===== src/sat_pkg.sv =====
// Package: register map, field layout and counts for the split auto-reload timer
package sat_pkg;

    // ------------------------------------------------------------------
    // Register byte addresses (APB, one 32-bit word each)
    // ------------------------------------------------------------------
    localparam logic [7:0] OFS_CONTROL     = 8'h00;
    localparam logic [7:0] OFS_RELOAD_LOW  = 8'h04;
    localparam logic [7:0] OFS_RELOAD_HIGH = 8'h08;
    localparam logic [7:0] OFS_COUNT_LOW   = 8'h0c;
    localparam logic [7:0] OFS_COUNT_HIGH  = 8'h10;
    localparam logic [7:0] OFS_CLOCK_CTRL  = 8'h14;
    localparam logic [7:0] OFS_IRQ_ENABLE  = 8'h18;
    localparam logic [7:0] OFS_IRQ_STATUS  = 8'h1c;
    localparam logic [7:0] OFS_IRQ_MASK    = 8'h20;

    // ------------------------------------------------------------------
    // Field positions
    // ------------------------------------------------------------------
    // Clock control register
    localparam int CLK_LOW_MODE_BIT  = 0;
    localparam int CLK_HIGH_MODE_BIT = 1;
    localparam int CLK_CAPTURE_BIT   = 2;
    // Interrupt enable register
    localparam int IE_TIMER_BIT      = 0;
    // Interrupt status and mask registers
    localparam int IRQ_HIGH_BIT      = 0;
    localparam int IRQ_LOW_BIT       = 1;

    // Writable bits of the control register: 7,6,5,3,2,0
    localparam logic [7:0] CONTROL_WMASK = 8'hed;

    // ------------------------------------------------------------------
    // Reset values
    // ------------------------------------------------------------------
    localparam logic [7:0] RST_BYTE = 8'h00;
    localparam logic [2:0] RST_CLK  = 3'h0;
    localparam logic [1:0] RST_IRQ  = 2'h0;

    // ------------------------------------------------------------------
    // Time base counts
    // ------------------------------------------------------------------
    localparam int         SYS_DIV       = 12;
    localparam logic [3:0] SYS_DIV_LAST  = 4'(SYS_DIV - 1);
    localparam int         EXT_DIV       = 8;
    localparam logic [2:0] EXT_DIV_LAST  = 3'(EXT_DIV - 1);
    localparam logic [7:0] BYTE_MAX      = 8'hff;

    // Control register layout
    typedef struct packed {
        logic ovf_high;
        logic ovf_low;
        logic low_irq_enable;
        logic rsvd4;
        logic split_mode;
        logic run_high;
        logic rsvd1;
        logic external_clock_select;
    } sat_ctrl_t;

    // Clock control register layout
    typedef struct packed {
        logic capture_enable;
        logic high_clock_mode;
        logic low_clock_mode;
    } sat_clk_t;

endpackage


===== src/sat_timer.sv =====
// Split auto-reload timer: 16-bit or dual 8-bit up counter with APB registers
//
// Functional notes
// Count is two separately accessible bytes
// Time bases: clock, clock/12, external/8
// 16-bit mode reloads both bytes on wrap
// 16-bit overflow sets high overflow flag
// Timer interrupt enable requests on overflow
// Low-byte interrupt in 16-bit mode too
// Split with capture off: two 8-bit timers
// Each split byte reloads from its own
// Run gates high byte only when split
// Per-byte clock mode selects time base
// Split mode sets each byte's flag
// Split interrupts on high, optionally low
// Flags cleared only by software writes
// Control fields, read-only bits, zero reset
// Exactly two modes chosen by one bit
// Low flag set in both modes
// Unused control bits read zero
// Single-cycle count enables per time base
// Reload replaces count on overflow cycle
`timescale 1ns/1ns
`default_nettype none

module sat_timer (
    // Clock and reset
    input  wire logic        core_clk_i,
    input  wire logic        srst_i,
    // APB slave
    input  wire logic        psel_i,
    input  wire logic        penable_i,
    input  wire logic        pwrite_i,
    input  wire logic [7:0]  paddr_i,
    input  wire logic [31:0] pwdata_i,
    output logic             pready_o,
    output logic [31:0]      prdata_o,
    output logic             pslverr_o,
    // External clock pin
    input  wire logic        ext_clk_i,
    // Interrupt
    output logic             irq_o
);

    // ------------------------------------------------------------------
    // State
    // ------------------------------------------------------------------
    sat_pkg::sat_ctrl_t ctrl_r, ctrl_nxt;
    sat_pkg::sat_clk_t  clk_cfg_r, clk_cfg_nxt;
    logic [7:0]  reload_low_r, reload_low_nxt;
    logic [7:0]  reload_high_r, reload_high_nxt;
    logic [7:0]  count_low_r, count_low_nxt;
    logic [7:0]  count_high_r, count_high_nxt;
    logic        timer_ie_r, timer_ie_nxt;
    logic [1:0]  irq_stat_r, irq_stat_nxt;
    logic [1:0]  irq_mask_r, irq_mask_nxt;
    logic [3:0]  div12_r, div12_nxt;
    logic [2:0]  div8_r, div8_nxt;
    logic        ext_meta_r, ext_sync_r, ext_prev_r;
    logic        irq_r, irq_nxt;
    logic [31:0] prdata_r, prdata_nxt;
    logic        slverr_r, slverr_nxt;

    // ------------------------------------------------------------------
    // Bus decode
    // ------------------------------------------------------------------
    logic wr_en;
    logic setup;
    logic tick_div12;
    logic tick_ext;
    logic tick_low;
    logic tick_high;
    logic inc_low;
    logic inc_high;
    logic ovf_low;
    logic ovf_high;
    logic split_active;

    function automatic logic addr_hit(input logic [7:0] a);
        addr_hit = (a == sat_pkg::OFS_CONTROL)     || (a == sat_pkg::OFS_RELOAD_LOW) ||
                   (a == sat_pkg::OFS_RELOAD_HIGH) || (a == sat_pkg::OFS_COUNT_LOW)  ||
                   (a == sat_pkg::OFS_COUNT_HIGH)  || (a == sat_pkg::OFS_CLOCK_CTRL) ||
                   (a == sat_pkg::OFS_IRQ_ENABLE)  || (a == sat_pkg::OFS_IRQ_STATUS) ||
                   (a == sat_pkg::OFS_IRQ_MASK);
    endfunction

    // Clock mode bit 1 picks the core clock, else the prescaled source
    function automatic logic pick_tick(input logic mode, input logic xsel,
                                       input logic t12, input logic t8);
        pick_tick = mode ? 1'b1 : (xsel ? t8 : t12);
    endfunction

    // A byte at its top value wraps on its next step
    function automatic logic at_top(input logic [7:0] v);
        at_top = (v == sat_pkg::BYTE_MAX);
    endfunction

    function automatic logic [7:0] bump(input logic [7:0] v);
        bump = v + 8'h01;
    endfunction

    assign setup    = psel_i && !penable_i;
    assign wr_en    = psel_i && penable_i && pwrite_i && addr_hit(paddr_i);
    assign pready_o = psel_i && penable_i;
    assign prdata_o = prdata_r;
    assign pslverr_o = slverr_r && psel_i && penable_i;

    // ------------------------------------------------------------------
    // Time bases
    // ------------------------------------------------------------------
    // Pin edges are counted only after two sync stages; the third stage
    // just remembers the last settled level for edge detection.
    assign tick_div12 = (div12_r == sat_pkg::SYS_DIV_LAST);
    assign tick_ext   = ext_sync_r && !ext_prev_r && (div8_r == sat_pkg::EXT_DIV_LAST);

    always_comb begin
        div12_nxt = tick_div12 ? 4'h0 : div12_r + 4'h1;
        div8_nxt  = div8_r;
        if (ext_sync_r && !ext_prev_r) begin
            div8_nxt = div8_r + 3'h1;
        end
    end

    always_ff @(posedge core_clk_i) begin
        if (srst_i) begin
            div12_r    <= 4'h0;
            div8_r     <= 3'h0;
            ext_meta_r <= 1'b0;
            ext_sync_r <= 1'b0;
            ext_prev_r <= 1'b0;
        end else begin
            div12_r    <= div12_nxt;
            div8_r     <= div8_nxt;
            ext_meta_r <= ext_clk_i;
            ext_sync_r <= ext_meta_r;
            ext_prev_r <= ext_sync_r;
        end
    end

    // ------------------------------------------------------------------
    // Counter control
    // ------------------------------------------------------------------
    // 16-bit mode runs on the low byte's clock mode bit. Split mode with
    // capture enabled is not an auto-reload mode, so the counter holds.
    assign tick_low  = pick_tick(clk_cfg_r.low_clock_mode, ctrl_r.external_clock_select,
                                 tick_div12, tick_ext);
    assign tick_high = pick_tick(clk_cfg_r.high_clock_mode, ctrl_r.external_clock_select,
                                 tick_div12, tick_ext);
    assign split_active = ctrl_r.split_mode && !clk_cfg_r.capture_enable;

    always_comb begin
        if (!ctrl_r.split_mode) begin
            inc_low  = ctrl_r.run_high && tick_low;
            inc_high = inc_low && at_top(count_low_r);
        end else begin
            inc_low  = split_active && tick_low;
            inc_high = split_active && ctrl_r.run_high && tick_high;
        end
        ovf_low  = inc_low && at_top(count_low_r);
        ovf_high = inc_high && at_top(count_high_r);
    end

    // ------------------------------------------------------------------
    // Register next state
    // ------------------------------------------------------------------
    always_comb begin
        ctrl_nxt        = ctrl_r;
        clk_cfg_nxt     = clk_cfg_r;
        reload_low_nxt  = reload_low_r;
        reload_high_nxt = reload_high_r;
        count_low_nxt   = count_low_r;
        count_high_nxt  = count_high_r;
        timer_ie_nxt    = timer_ie_r;
        irq_stat_nxt    = irq_stat_r;
        irq_mask_nxt    = irq_mask_r;

        // Counting; a wrap loads the reload in the same cycle
        if (inc_low) begin
            count_low_nxt = bump(count_low_r);
        end
        if (inc_high) begin
            count_high_nxt = bump(count_high_r);
        end
        if (!ctrl_r.split_mode) begin
            if (ovf_high) begin
                count_low_nxt  = reload_low_r;
                count_high_nxt = reload_high_r;
            end
        end else begin
            if (ovf_low) begin
                count_low_nxt = reload_low_r;
            end
            if (ovf_high) begin
                count_high_nxt = reload_high_r;
            end
        end

        // Software writes; a count byte write overrides counting
        if (wr_en) begin
            unique case (paddr_i)
                sat_pkg::OFS_CONTROL: begin
                    ctrl_nxt = sat_pkg::sat_ctrl_t'(pwdata_i[7:0] & sat_pkg::CONTROL_WMASK);
                end
                sat_pkg::OFS_RELOAD_LOW: begin
                    reload_low_nxt = pwdata_i[7:0];
                end
                sat_pkg::OFS_RELOAD_HIGH: begin
                    reload_high_nxt = pwdata_i[7:0];
                end
                sat_pkg::OFS_COUNT_LOW: begin
                    count_low_nxt = pwdata_i[7:0];
                end
                sat_pkg::OFS_COUNT_HIGH: begin
                    count_high_nxt = pwdata_i[7:0];
                end
                sat_pkg::OFS_CLOCK_CTRL: begin
                    clk_cfg_nxt = sat_pkg::sat_clk_t'(pwdata_i[2:0]);
                end
                sat_pkg::OFS_IRQ_ENABLE: begin
                    timer_ie_nxt = pwdata_i[sat_pkg::IE_TIMER_BIT];
                end
                sat_pkg::OFS_IRQ_STATUS: begin
                    irq_stat_nxt = irq_stat_r & ~pwdata_i[1:0];
                end
                sat_pkg::OFS_IRQ_MASK: begin
                    irq_mask_nxt = pwdata_i[1:0];
                end
                default: begin
                end
            endcase
        end

        // Hardware only ever sets flags, and a set beats a same-cycle clear
        if (ovf_high) begin
            ctrl_nxt.ovf_high                     = 1'b1;
            irq_stat_nxt[sat_pkg::IRQ_HIGH_BIT]   = 1'b1;
        end
        if (ovf_low) begin
            ctrl_nxt.ovf_low                      = 1'b1;
            irq_stat_nxt[sat_pkg::IRQ_LOW_BIT]    = 1'b1;
        end
    end

    always_ff @(posedge core_clk_i) begin
        if (srst_i) begin
            ctrl_r        <= sat_pkg::sat_ctrl_t'(sat_pkg::RST_BYTE);
            clk_cfg_r     <= sat_pkg::sat_clk_t'(sat_pkg::RST_CLK);
            reload_low_r  <= sat_pkg::RST_BYTE;
            reload_high_r <= sat_pkg::RST_BYTE;
            count_low_r   <= sat_pkg::RST_BYTE;
            count_high_r  <= sat_pkg::RST_BYTE;
            timer_ie_r    <= 1'b0;
            irq_stat_r    <= sat_pkg::RST_IRQ;
            irq_mask_r    <= sat_pkg::RST_IRQ;
        end else begin
            ctrl_r        <= ctrl_nxt;
            clk_cfg_r     <= clk_cfg_nxt;
            reload_low_r  <= reload_low_nxt;
            reload_high_r <= reload_high_nxt;
            count_low_r   <= count_low_nxt;
            count_high_r  <= count_high_nxt;
            timer_ie_r    <= timer_ie_nxt;
            irq_stat_r    <= irq_stat_nxt;
            irq_mask_r    <= irq_mask_nxt;
        end
    end

    // ------------------------------------------------------------------
    // Interrupt
    // ------------------------------------------------------------------
    // High overflow counts when the timer interrupt and its mask bit are on; the low
    // byte also needs its mask bit and its own enable, so software must check both flags.
    // Worked out from the next state so the registered level moves at the
    // same edge as the flag or the write behind it, with no extra cycle.
    always_comb begin
        irq_nxt = timer_ie_nxt &&
                  ((irq_stat_nxt[sat_pkg::IRQ_HIGH_BIT] &&
                    irq_mask_nxt[sat_pkg::IRQ_HIGH_BIT]) ||
                   (irq_stat_nxt[sat_pkg::IRQ_LOW_BIT] &&
                    irq_mask_nxt[sat_pkg::IRQ_LOW_BIT] &&
                    ctrl_nxt.low_irq_enable));
    end

    always_ff @(posedge core_clk_i) begin
        if (srst_i) begin
            irq_r <= 1'b0;
        end else begin
            irq_r <= irq_nxt;
        end
    end

    assign irq_o = irq_r;

    // ------------------------------------------------------------------
    // Read data
    // ------------------------------------------------------------------
    // Read data is captured in the setup cycle so it leaves a flip-flop.
    always_comb begin
        prdata_nxt = prdata_r;
        slverr_nxt = slverr_r;
        if (setup) begin
            prdata_nxt = 32'h0000_0000;
            slverr_nxt = !addr_hit(paddr_i);
            unique case (paddr_i)
                sat_pkg::OFS_CONTROL: begin
                    prdata_nxt[7:0] = ctrl_r;
                end
                sat_pkg::OFS_RELOAD_LOW: begin
                    prdata_nxt[7:0] = reload_low_r;
                end
                sat_pkg::OFS_RELOAD_HIGH: begin
                    prdata_nxt[7:0] = reload_high_r;
                end
                sat_pkg::OFS_COUNT_LOW: begin
                    prdata_nxt[7:0] = count_low_r;
                end
                sat_pkg::OFS_COUNT_HIGH: begin
                    prdata_nxt[7:0] = count_high_r;
                end
                sat_pkg::OFS_CLOCK_CTRL: begin
                    prdata_nxt[2:0] = clk_cfg_r;
                end
                sat_pkg::OFS_IRQ_ENABLE: begin
                    prdata_nxt[sat_pkg::IE_TIMER_BIT] = timer_ie_r;
                end
                sat_pkg::OFS_IRQ_STATUS: begin
                    prdata_nxt[1:0] = irq_stat_r;
                end
                sat_pkg::OFS_IRQ_MASK: begin
                    prdata_nxt[1:0] = irq_mask_r;
                end
                default: begin
                end
            endcase
        end
    end

    always_ff @(posedge core_clk_i) begin
        if (srst_i) begin
            prdata_r <= 32'h0000_0000;
            slverr_r <= 1'b0;
        end else begin
            prdata_r <= prdata_nxt;
            slverr_r <= slverr_nxt;
        end
    end

endmodule // sat_timer

`default_nettype wire


===== config.mk =====
export PLATFORM = sky130hd
export DESIGN_NAME = sat_timer
export DESIGN_NICKNAME = d
export VERILOG_FILES = /design/src/sat_pkg.sv /design/src/sat_timer.sv
export SDC_FILE = /design/constraint.sdc
export NUM_CORES = 1
export LEC_CHECK = 0
export ABC_AREA = 1
export BUFFER_PORTS_ARGS = -buffer_cell sky130_fd_sc_hd__buf_2
export CORE_MARGIN = 5
export CORE_UTILIZATION = 50
export DETAILED_ROUTE_END_ITERATION = 8
export PLACE_DENSITY = 0.74
export SYNTH_ARGS = -nofsm -noshare
export SYNTH_HDL_FRONTEND = slang
export SYNTH_SLANG_ARGS = --single-unit

===== constraint.sdc =====
create_clock -name core_clk_i -period 4 [get_ports core_clk_i]
set_input_delay 0.8 -clock core_clk_i [delete_from_list [all_inputs] [get_ports core_clk_i]]
set_output_delay 0.8 -clock core_clk_i [all_outputs]
set_load 0.01 [all_outputs]

==> flow_summary.yaml, run 1 <==
critical_path:
  reg2reg_depth: 11
  crit_start: "paddr_i[1]"
  end_kind: "flop"
  cp.required_ns: 4.25
  regToRegStartpoint: "div8_r[0]$_SDFFE_PP0P_"
  startpoint_type: "input port"
  criticalPathCategory: "in -> reg"
  worstReg2RegEnd: "count_low_r[1]$_SDFF_PP0_"
  cp_max_fo: 16
  reg2reg_slack_ns: 1.52
  crit_end: "count_low_r[3]$_SDFF_PP0_"
  arrival_ns: 2.81
floorplanning:
  die_h_microns: 100
  die_x_microns: 100
  io_pins: 81
  rows: 33
  initial_utilization: 0.505
  core_area_sq_mm: 0.00809
  fp.dieArea_sq_mm: 0.0101
clock_tree:
  ctsHoldBuffers: 0
  cts_buffers: 9
  htreeDepth: 3
  worstSkewPairLatency_ns: 0.34
  path_clk_slew_ns: 0.07
  clock-sinks: 66
  ctsResizeCount: 0
  clockBufferDepth: 2
  postCtsSetupRepairBufs: 0
  cts_tree: "built"
  cts-root-buf: "clkbuf_8"
cells_and_area:
  drive_above_1_share: 0.111
  area_delta_synth_final_pct: 7.07
  design_area_sq_mm: 0.00438
  nNetsFinal: 707
  diodes: 0
detailed_routing:
  num_vias: 4102
  drt-total-wl_microns: 11100
  drtPass1Iterations: 8
  ant_nets: 0
  drc_errors: 0
  avgViaCountPerCell: 5.36
  first_iter_violations: 377
  wire_per_inst_microns: 14.4
timing:
  slew_violations: 0
  fmax_mhz: 391
  period_share: 0.640
  period_minus_slack_ns: 2.56
  hold_viol: 0
  worst_pin_slew_ns: 0.720
  clock_skew_ns: 0.00986
  tns_ns: 0
  slew_headroom: 0.508
  rsz0062_at_grt: "no"
  setup_viol: 0
pwr:
  vdd_drop_max_uv: 265
  p_per_area_mw_per_mm2: 308
  p_leak_nw: 2.07
global_routing:
  grt_pass1_wl_microns: 17700
  overflow: 0
  grt_pass1_vias: 3829
  antenna_found_initial: 0
  grt_use_total: 0.222
  grt_max_degree: 30
run:
  max_cap_violations: 0
yosys:
  ys.warnings.count: 0
  ys_ff_latch: 66
  yosysSeqAreaShare: 0.323
  synth_area_per_cell_sq_um: 6.49
  synth_cell_types: 39
  synth_cells: 630
  synth_area_sq_mm: 0.00409
placed_design:
  hpwl_microns: 8090
  port_buffers: 32
  place_area_sq_mm: 0.00417
  gp_congestion: 0.924
outcome:
  status: "complete, no violations"
min_path:
  worstHoldPathType: "reg -> reg"
-- critical path, stage by stage --
cell     delay, ns
buf_2         0.11
nor2_2        0.18
nand2_4       0.11
nor2_4        0.22
nor2_2        0.08
nand2_1       0.09
o21a_2        0.38
nand2_1       0.40
o21ai_0       0.27
inv_1         0.06
nand2_1       0.06
inv_1         0.03
-- metrics by stage --
stage,util,cells,setup slack (ns),hold WS (ns),power (mW)
2_1_floorplan,-,653,1.93,0.388,0.761
3_3_place_gp,0.516,750,1.13,0.392,0.778
3_5_place_dp,0.516,750,1.14,0.403,0.782
4_1_cts,0.541,765,1.47,0.413,1.35
5_1_grt,0.541,765,1.24,0.426,1.40
6_report,0.541,765,1.44,0.407,1.35
-- registers in the layout (all words and copies together), names as in the netlist, 2 cells and up --
name / cells
count_high_r: 8
count_low_r: 8
prdata_o: 8
reload_high_r: 8
reload_low_r: 8
ctrl_r: 6
div12_r: 4
clk_cfg_r: 3
div8_r: 3
irq_mask_r: 2
irq_stat_r: 2
-- logic make-up (layout without fill, tap and decap cells) --
group                      Yosys count  count (layout)  share of synthesized area
and+or+nand+nor                    281             281                      0.306
buffers and inverters              139             146                      0.164
AOI/OAI and AO/OA                  129             129                      0.171
DFF                                 66              66                      0.323
xor gates and xnor gates             9               9                     0.0193
adders and majority gates            5               5                     0.0153
other                                1              24                   0.000917
-- routing by layer --
layer	up-vias	share of wire	GRT usage
met5	-	0	0
met4	0	0.028	0.0964
met3	32	0.073	0.0424
met2	161	0.48	0.382
met1	1881	0.42	0.268
li1	2028	-	-
-- area by class of cell --
type                    instances  area (sq um)
clock inverters                 2          35.0
flip-flops and latches         66          1320
inverters                      97           364
well taps                     105           131
clock buffers                  13           169
repair buffers                 34           175
multi-input cells             448          2180
fillers                       818          3720
-- cells in the mapped netlist (all sizes together) --
| cell type | n | area (sq um) |
|---|---|---|
| xnor2 | 4 | 35.0 |
| clkbuf | 8 | 30.0 |
| and3 | 1 | 6.26 |
| a221oi | 1 | 8.76 |
| o22ai | 9 | 56.3 |
| o211ai | 5 | 37.5 |
| inv | 96 | 360 |
| nand2 | 152 | 617 |
| a21oi | 43 | 215 |
| a31oi | 3 | 18.8 |
| or2 | 1 | 6.26 |
| o21a | 1 | 8.76 |
| a211oi | 3 | 22.5 |
| nand4 | 5 | 31.3 |
| a21boi | 1 | 7.51 |
| conb | 1 | 3.75 |
| buf | 34 | 278 |
| o21ai | 61 | 305 |
| nor2 | 64 | 265 |
| xor2 | 5 | 43.8 |
| nand3 | 54 | 300 |
| a2111oi | 1 | 8.76 |
| nor3 | 4 | 25.0 |
| ha | 5 | 62.6 |
| clkinv | 1 | 3.75 |
| dfxtp | 66 | 1320 |
| a41oi | 1 | 8.76 |
-- cell usage in the layout, fill, tap and decap left out --
| cell | instances |
|---|---|
| nor3_2 | 1 |
| nand4_1 | 5 |
| o21ai_1 | 9 |
| buf_4 | 2 |
| dfxtp_1 | 66 |
| nand2_1 | 145 |
| nor3_1 | 3 |
| bufinv_16 | 1 |
| nor2_1 | 58 |
| or2_2 | 1 |
| clkinv_1 | 1 |
| nor2_4 | 2 |
| o22ai_1 | 9 |
| a21boi_0 | 1 |
| nor2_2 | 4 |
| nand3_1 | 48 |
| nand2_8 | 1 |
| o21a_2 | 1 |
| o21ai_0 | 52 |
| clkbuf_1 | 1 |
| nand3_2 | 6 |
| buf_2 | 32 |
| ha_1 | 5 |
| a2111oi_0 | 1 |
| a211oi_1 | 3 |
| clkbuf_8 | 12 |
| and3_1 | 1 |
| a21oi_1 | 43 |
| nand2_4 | 3 |
| a41oi_1 | 1 |
| a221oi_1 | 1 |
| a31oi_1 | 3 |
| clkinv_2 | 1 |
| xor2_1 | 5 |
| inv_1 | 93 |
| nand2_2 | 3 |
| inv_2 | 3 |
| xnor2_1 | 4 |
| o211ai_1 | 5 |
| conb_1 | 24 |
-- worst min-delay path by stage --
stage                                from                     to  slack, ns  cells after the start
detailed placement  ext_meta_r$_SDFF_PP0_  ext_sync_r$_SDFF_PP0_       0.40                      2
finish              ext_meta_r$_SDFF_PP0_  ext_sync_r$_SDFF_PP0_       0.41                      2
CTS                 ext_meta_r$_SDFF_PP0_  ext_sync_r$_SDFF_PP0_       0.41                      2
global placement    ext_meta_r$_SDFF_PP0_  ext_sync_r$_SDFF_PP0_       0.39                      2
floorplan           ext_meta_r$_SDFF_PP0_  ext_sync_r$_SDFF_PP0_       0.39                      2
global route        ext_meta_r$_SDFF_PP0_  ext_sync_r$_SDFF_PP0_       0.43                      2
-- power by group --
group          internal (mW)  switching, mW  total (mW)
logic                 0.0285         0.0674      0.0958
registers              0.668        0.00536       0.673
clock network          0.335          0.244       0.579
total                   1.03          0.317        1.35
(Power assumes the default switching activity.)
==> run 2, diff against run 1 <==
==> constraint.sdc (replaced) <==
create_clock -name core_clk_i -period 2.6 [get_ports core_clk_i]
set_input_delay 0.52 -clock core_clk_i [delete_from_list [all_inputs] [get_ports core_clk_i]]
set_output_delay 0.52 -clock core_clk_i [all_outputs]
set_load 0.01 [all_outputs]
==> run 2 against run 1 <==
Critical path depth decreased by 1. Final cell count increased by 1.6%. Sequential power increased by 55%. Global-route usage increased by 0.087 points. First-iteration DRC count decreased by 22%. Die area unchanged. Flip-flop and latch count unchanged. Hold slack got worse by 0.0076 ns. Clock skew about the same. Clock power increased by 49%. Final area increased by 2.2%. Register-to-register slack got worse by 1.1 ns. Critical endpoint is now count_high_r[5]$_SDFF_PP0_. Largest cell class unchanged. Highest routed layer unchanged.
==> flow_summary.yaml, run 2 (synthesis results as in run 1) <==
outcome:
  status: "complete, no violations"
cells_and_area:
  drive_above_1_share: 0.128
  diodes: 0
  seqCellArea_sq_mm: 0.00132
  nNetsFinal: 720
  fill_cells: 814
  mostFrequentLayoutCell: "nand2_1"
  area_delta_synth_final_pct: 9.46
  design_area_sq_mm: 0.00447
  multi_input_area_sq_mm: 0.00218
  final_cell_mix: "nand2_1, inv_1, dfxtp_1, nor2_1, o21ai_0"
  final_cells: 777
critical_path:
  startpoint_type: "flop"
  reg2reg_depth: 11
  cp_max_fo: 9
  cp.required_ns: 2.88
  end_kind: "flop"
  arrival_ns: 2.42
  worstReg2RegEnd: "count_high_r[5]$_SDFF_PP0_"
  criticalPathCategory: "reg -> reg"
  regToRegStartpoint: "div8_r[0]$_SDFFE_PP0P_"
  reg2reg_slack_ns: 0.45
detailed_routing:
  drc_errors: 0
  drtPass1Iterations: 5
  avgViaCountPerCell: 5.30
  wire_per_inst_microns: 14.1
  first_iter_violations: 293
  num_vias: 4118
  ant_nets: 0
  drt-total-wl_microns: 11000
min_path:
  holdCritStartpoint: "ext_clk_i"
  worstHoldPathType: "in -> reg"
  holdPathEnd: "ext_meta_r$_SDFF_PP0_"
  hold_path_depth: 3
placed_design:
  gp_congestion: 0.919
  dp_cells: 763
  place_area_sq_mm: 0.00428
  port_buffers: 32
  place_ws_ns: 0.370
  hpwl_microns: 8400
clock_tree:
  cts-root-buf: "clkbuf_8"
  clock-sinks: 66
  postCtsSetupRepairBufs: 0
  clockBufferDepth: 2
  ctsResizeCount: 0
  worstSkewPairLatency_ns: 0.34
  cts_tree: "built"
  htreeDepth: 3
  path_clk_slew_ns: 0.07
  ctsHoldBuffers: 0
  cts_buffers: 9
timing:
  finalWorstSetupSlack_ns: 0.454
  clock_skew_ns: 0.00958
  rsz0062_at_grt: "no"
  tns_ns: 0
  period_minus_slack_ns: 2.15
  worst_pin_slew_ns: 0.574
  hold_viol: 0
  fmax_mhz: 466
  period_share: 0.825
  slew_violations: 0
  slew_headroom: 0.607
  setup_viol: 0
global_routing:
  grt_max_degree: 39
  antenna_found_initial: 0
  grt_use_total: 0.222
  overflow: 0
  grt_pass1_vias: 3840
  grt_pass1_wl_microns: 17800
pwr:
  sw_frac_of_total: 0.240
  sequentialPowerShare: 0.505
  p_leak_nw: 2.14
  switchingPower_mw: 0.491
  pwr-share-comb: 0.074
  p_per_area_mw_per_mm2: 458
  clockPowerShare: 0.420
  vdd_drop_max_uv: 390
  p_int_mw: 1.56
floorplanning:
  die_x_microns: 100
  core_area_sq_mm: 0.00809
  initial_utilization: 0.505
  rows: 33
  fp.dieArea_sq_mm: 0.0101
  io_pins: 81
  die_h_microns: 100
run:
  max_cap_violations: 0
[run 2: cell type report]
class                   instances  area share
multi-input cells             448       0.487
clock buffers                  11      0.0338
clock inverters                 3     0.00895
flip-flops and latches         66       0.295
well taps                     105      0.0294
repair buffers                 47      0.0638
inverters                      97      0.0814
[run 2: routing by layer]
| layer | track usage | share of wire | up-vias |
|---|---|---|---|
| li1 | - | - | 2046 |
| met1 | 0.268 | 0.41 | 1879 |
| met2 | 0.394 | 0.49 | 163 |
| met3 | 0.0424 | 0.076 | 30 |
| met4 | 0.0777 | 0.025 | 0 |
| met5 | 0 | 0 | - |
[run 2: power by group through the flow]
stage | Combinational (mW) | Clock (mW) | Sequential [mW]
after floorplan | 0.110 | 0 | 1.06
after CTS | 0.151 | 0.862 | 1.04
after global routing | 0.170 | 0.916 | 1.04
after global placement | 0.146 | 0 | 1.06
after detailed placement | 0.150 | 0 | 1.06
final | 0.152 | 0.861 | 1.04
[run 2: worst max path at each step]
stage | startpoint | endpoint | slack, ns | cells after the start
2_1_floorplan | paddr_i[1] | count_high_r[3]$_SDFF_PP0_ | 0.81 | 11
3_3_place_gp | paddr_i[7] | count_low_r[5]$_SDFF_PP0_ | 0.42 | 11
3_5_place_dp | paddr_i[7] | count_low_r[3]$_SDFF_PP0_ | 0.37 | 11
4_1_cts | div8_r[0]$_SDFFE_PP0P_ | count_high_r[5]$_SDFF_PP0_ | 0.46 | 11
5_1_grt | div8_r[0]$_SDFFE_PP0P_ | count_low_r[4]$_SDFF_PP0_ | 0.24 | 12
6_report | div8_r[0]$_SDFFE_PP0P_ | count_high_r[5]$_SDFF_PP0_ | 0.45 | 11
[run 2: stage by stage]
stage	utilization	hold slack, ns	power (mW)
after floorplan	-	0.388	1.17
after global placement	0.529	0.391	1.20
after detailed placement	0.529	0.404	1.21
after CTS	0.553	0.396	2.05
after global routing	0.553	0.413	2.12
final	0.553	0.399	2.05
[run 2: worst max-delay path: stages (launching register included)]
cell     delay, ns
dfxtp_1       0.35
ha_1          0.15
ha_1          0.14
nand3_1       0.17
nand3_2       0.22
nand2_1       0.09
nand2_2       0.19
nand3_2       0.19
buf_4         0.20
o21ai_0       0.18
inv_1         0.08
a21oi_1       0.12
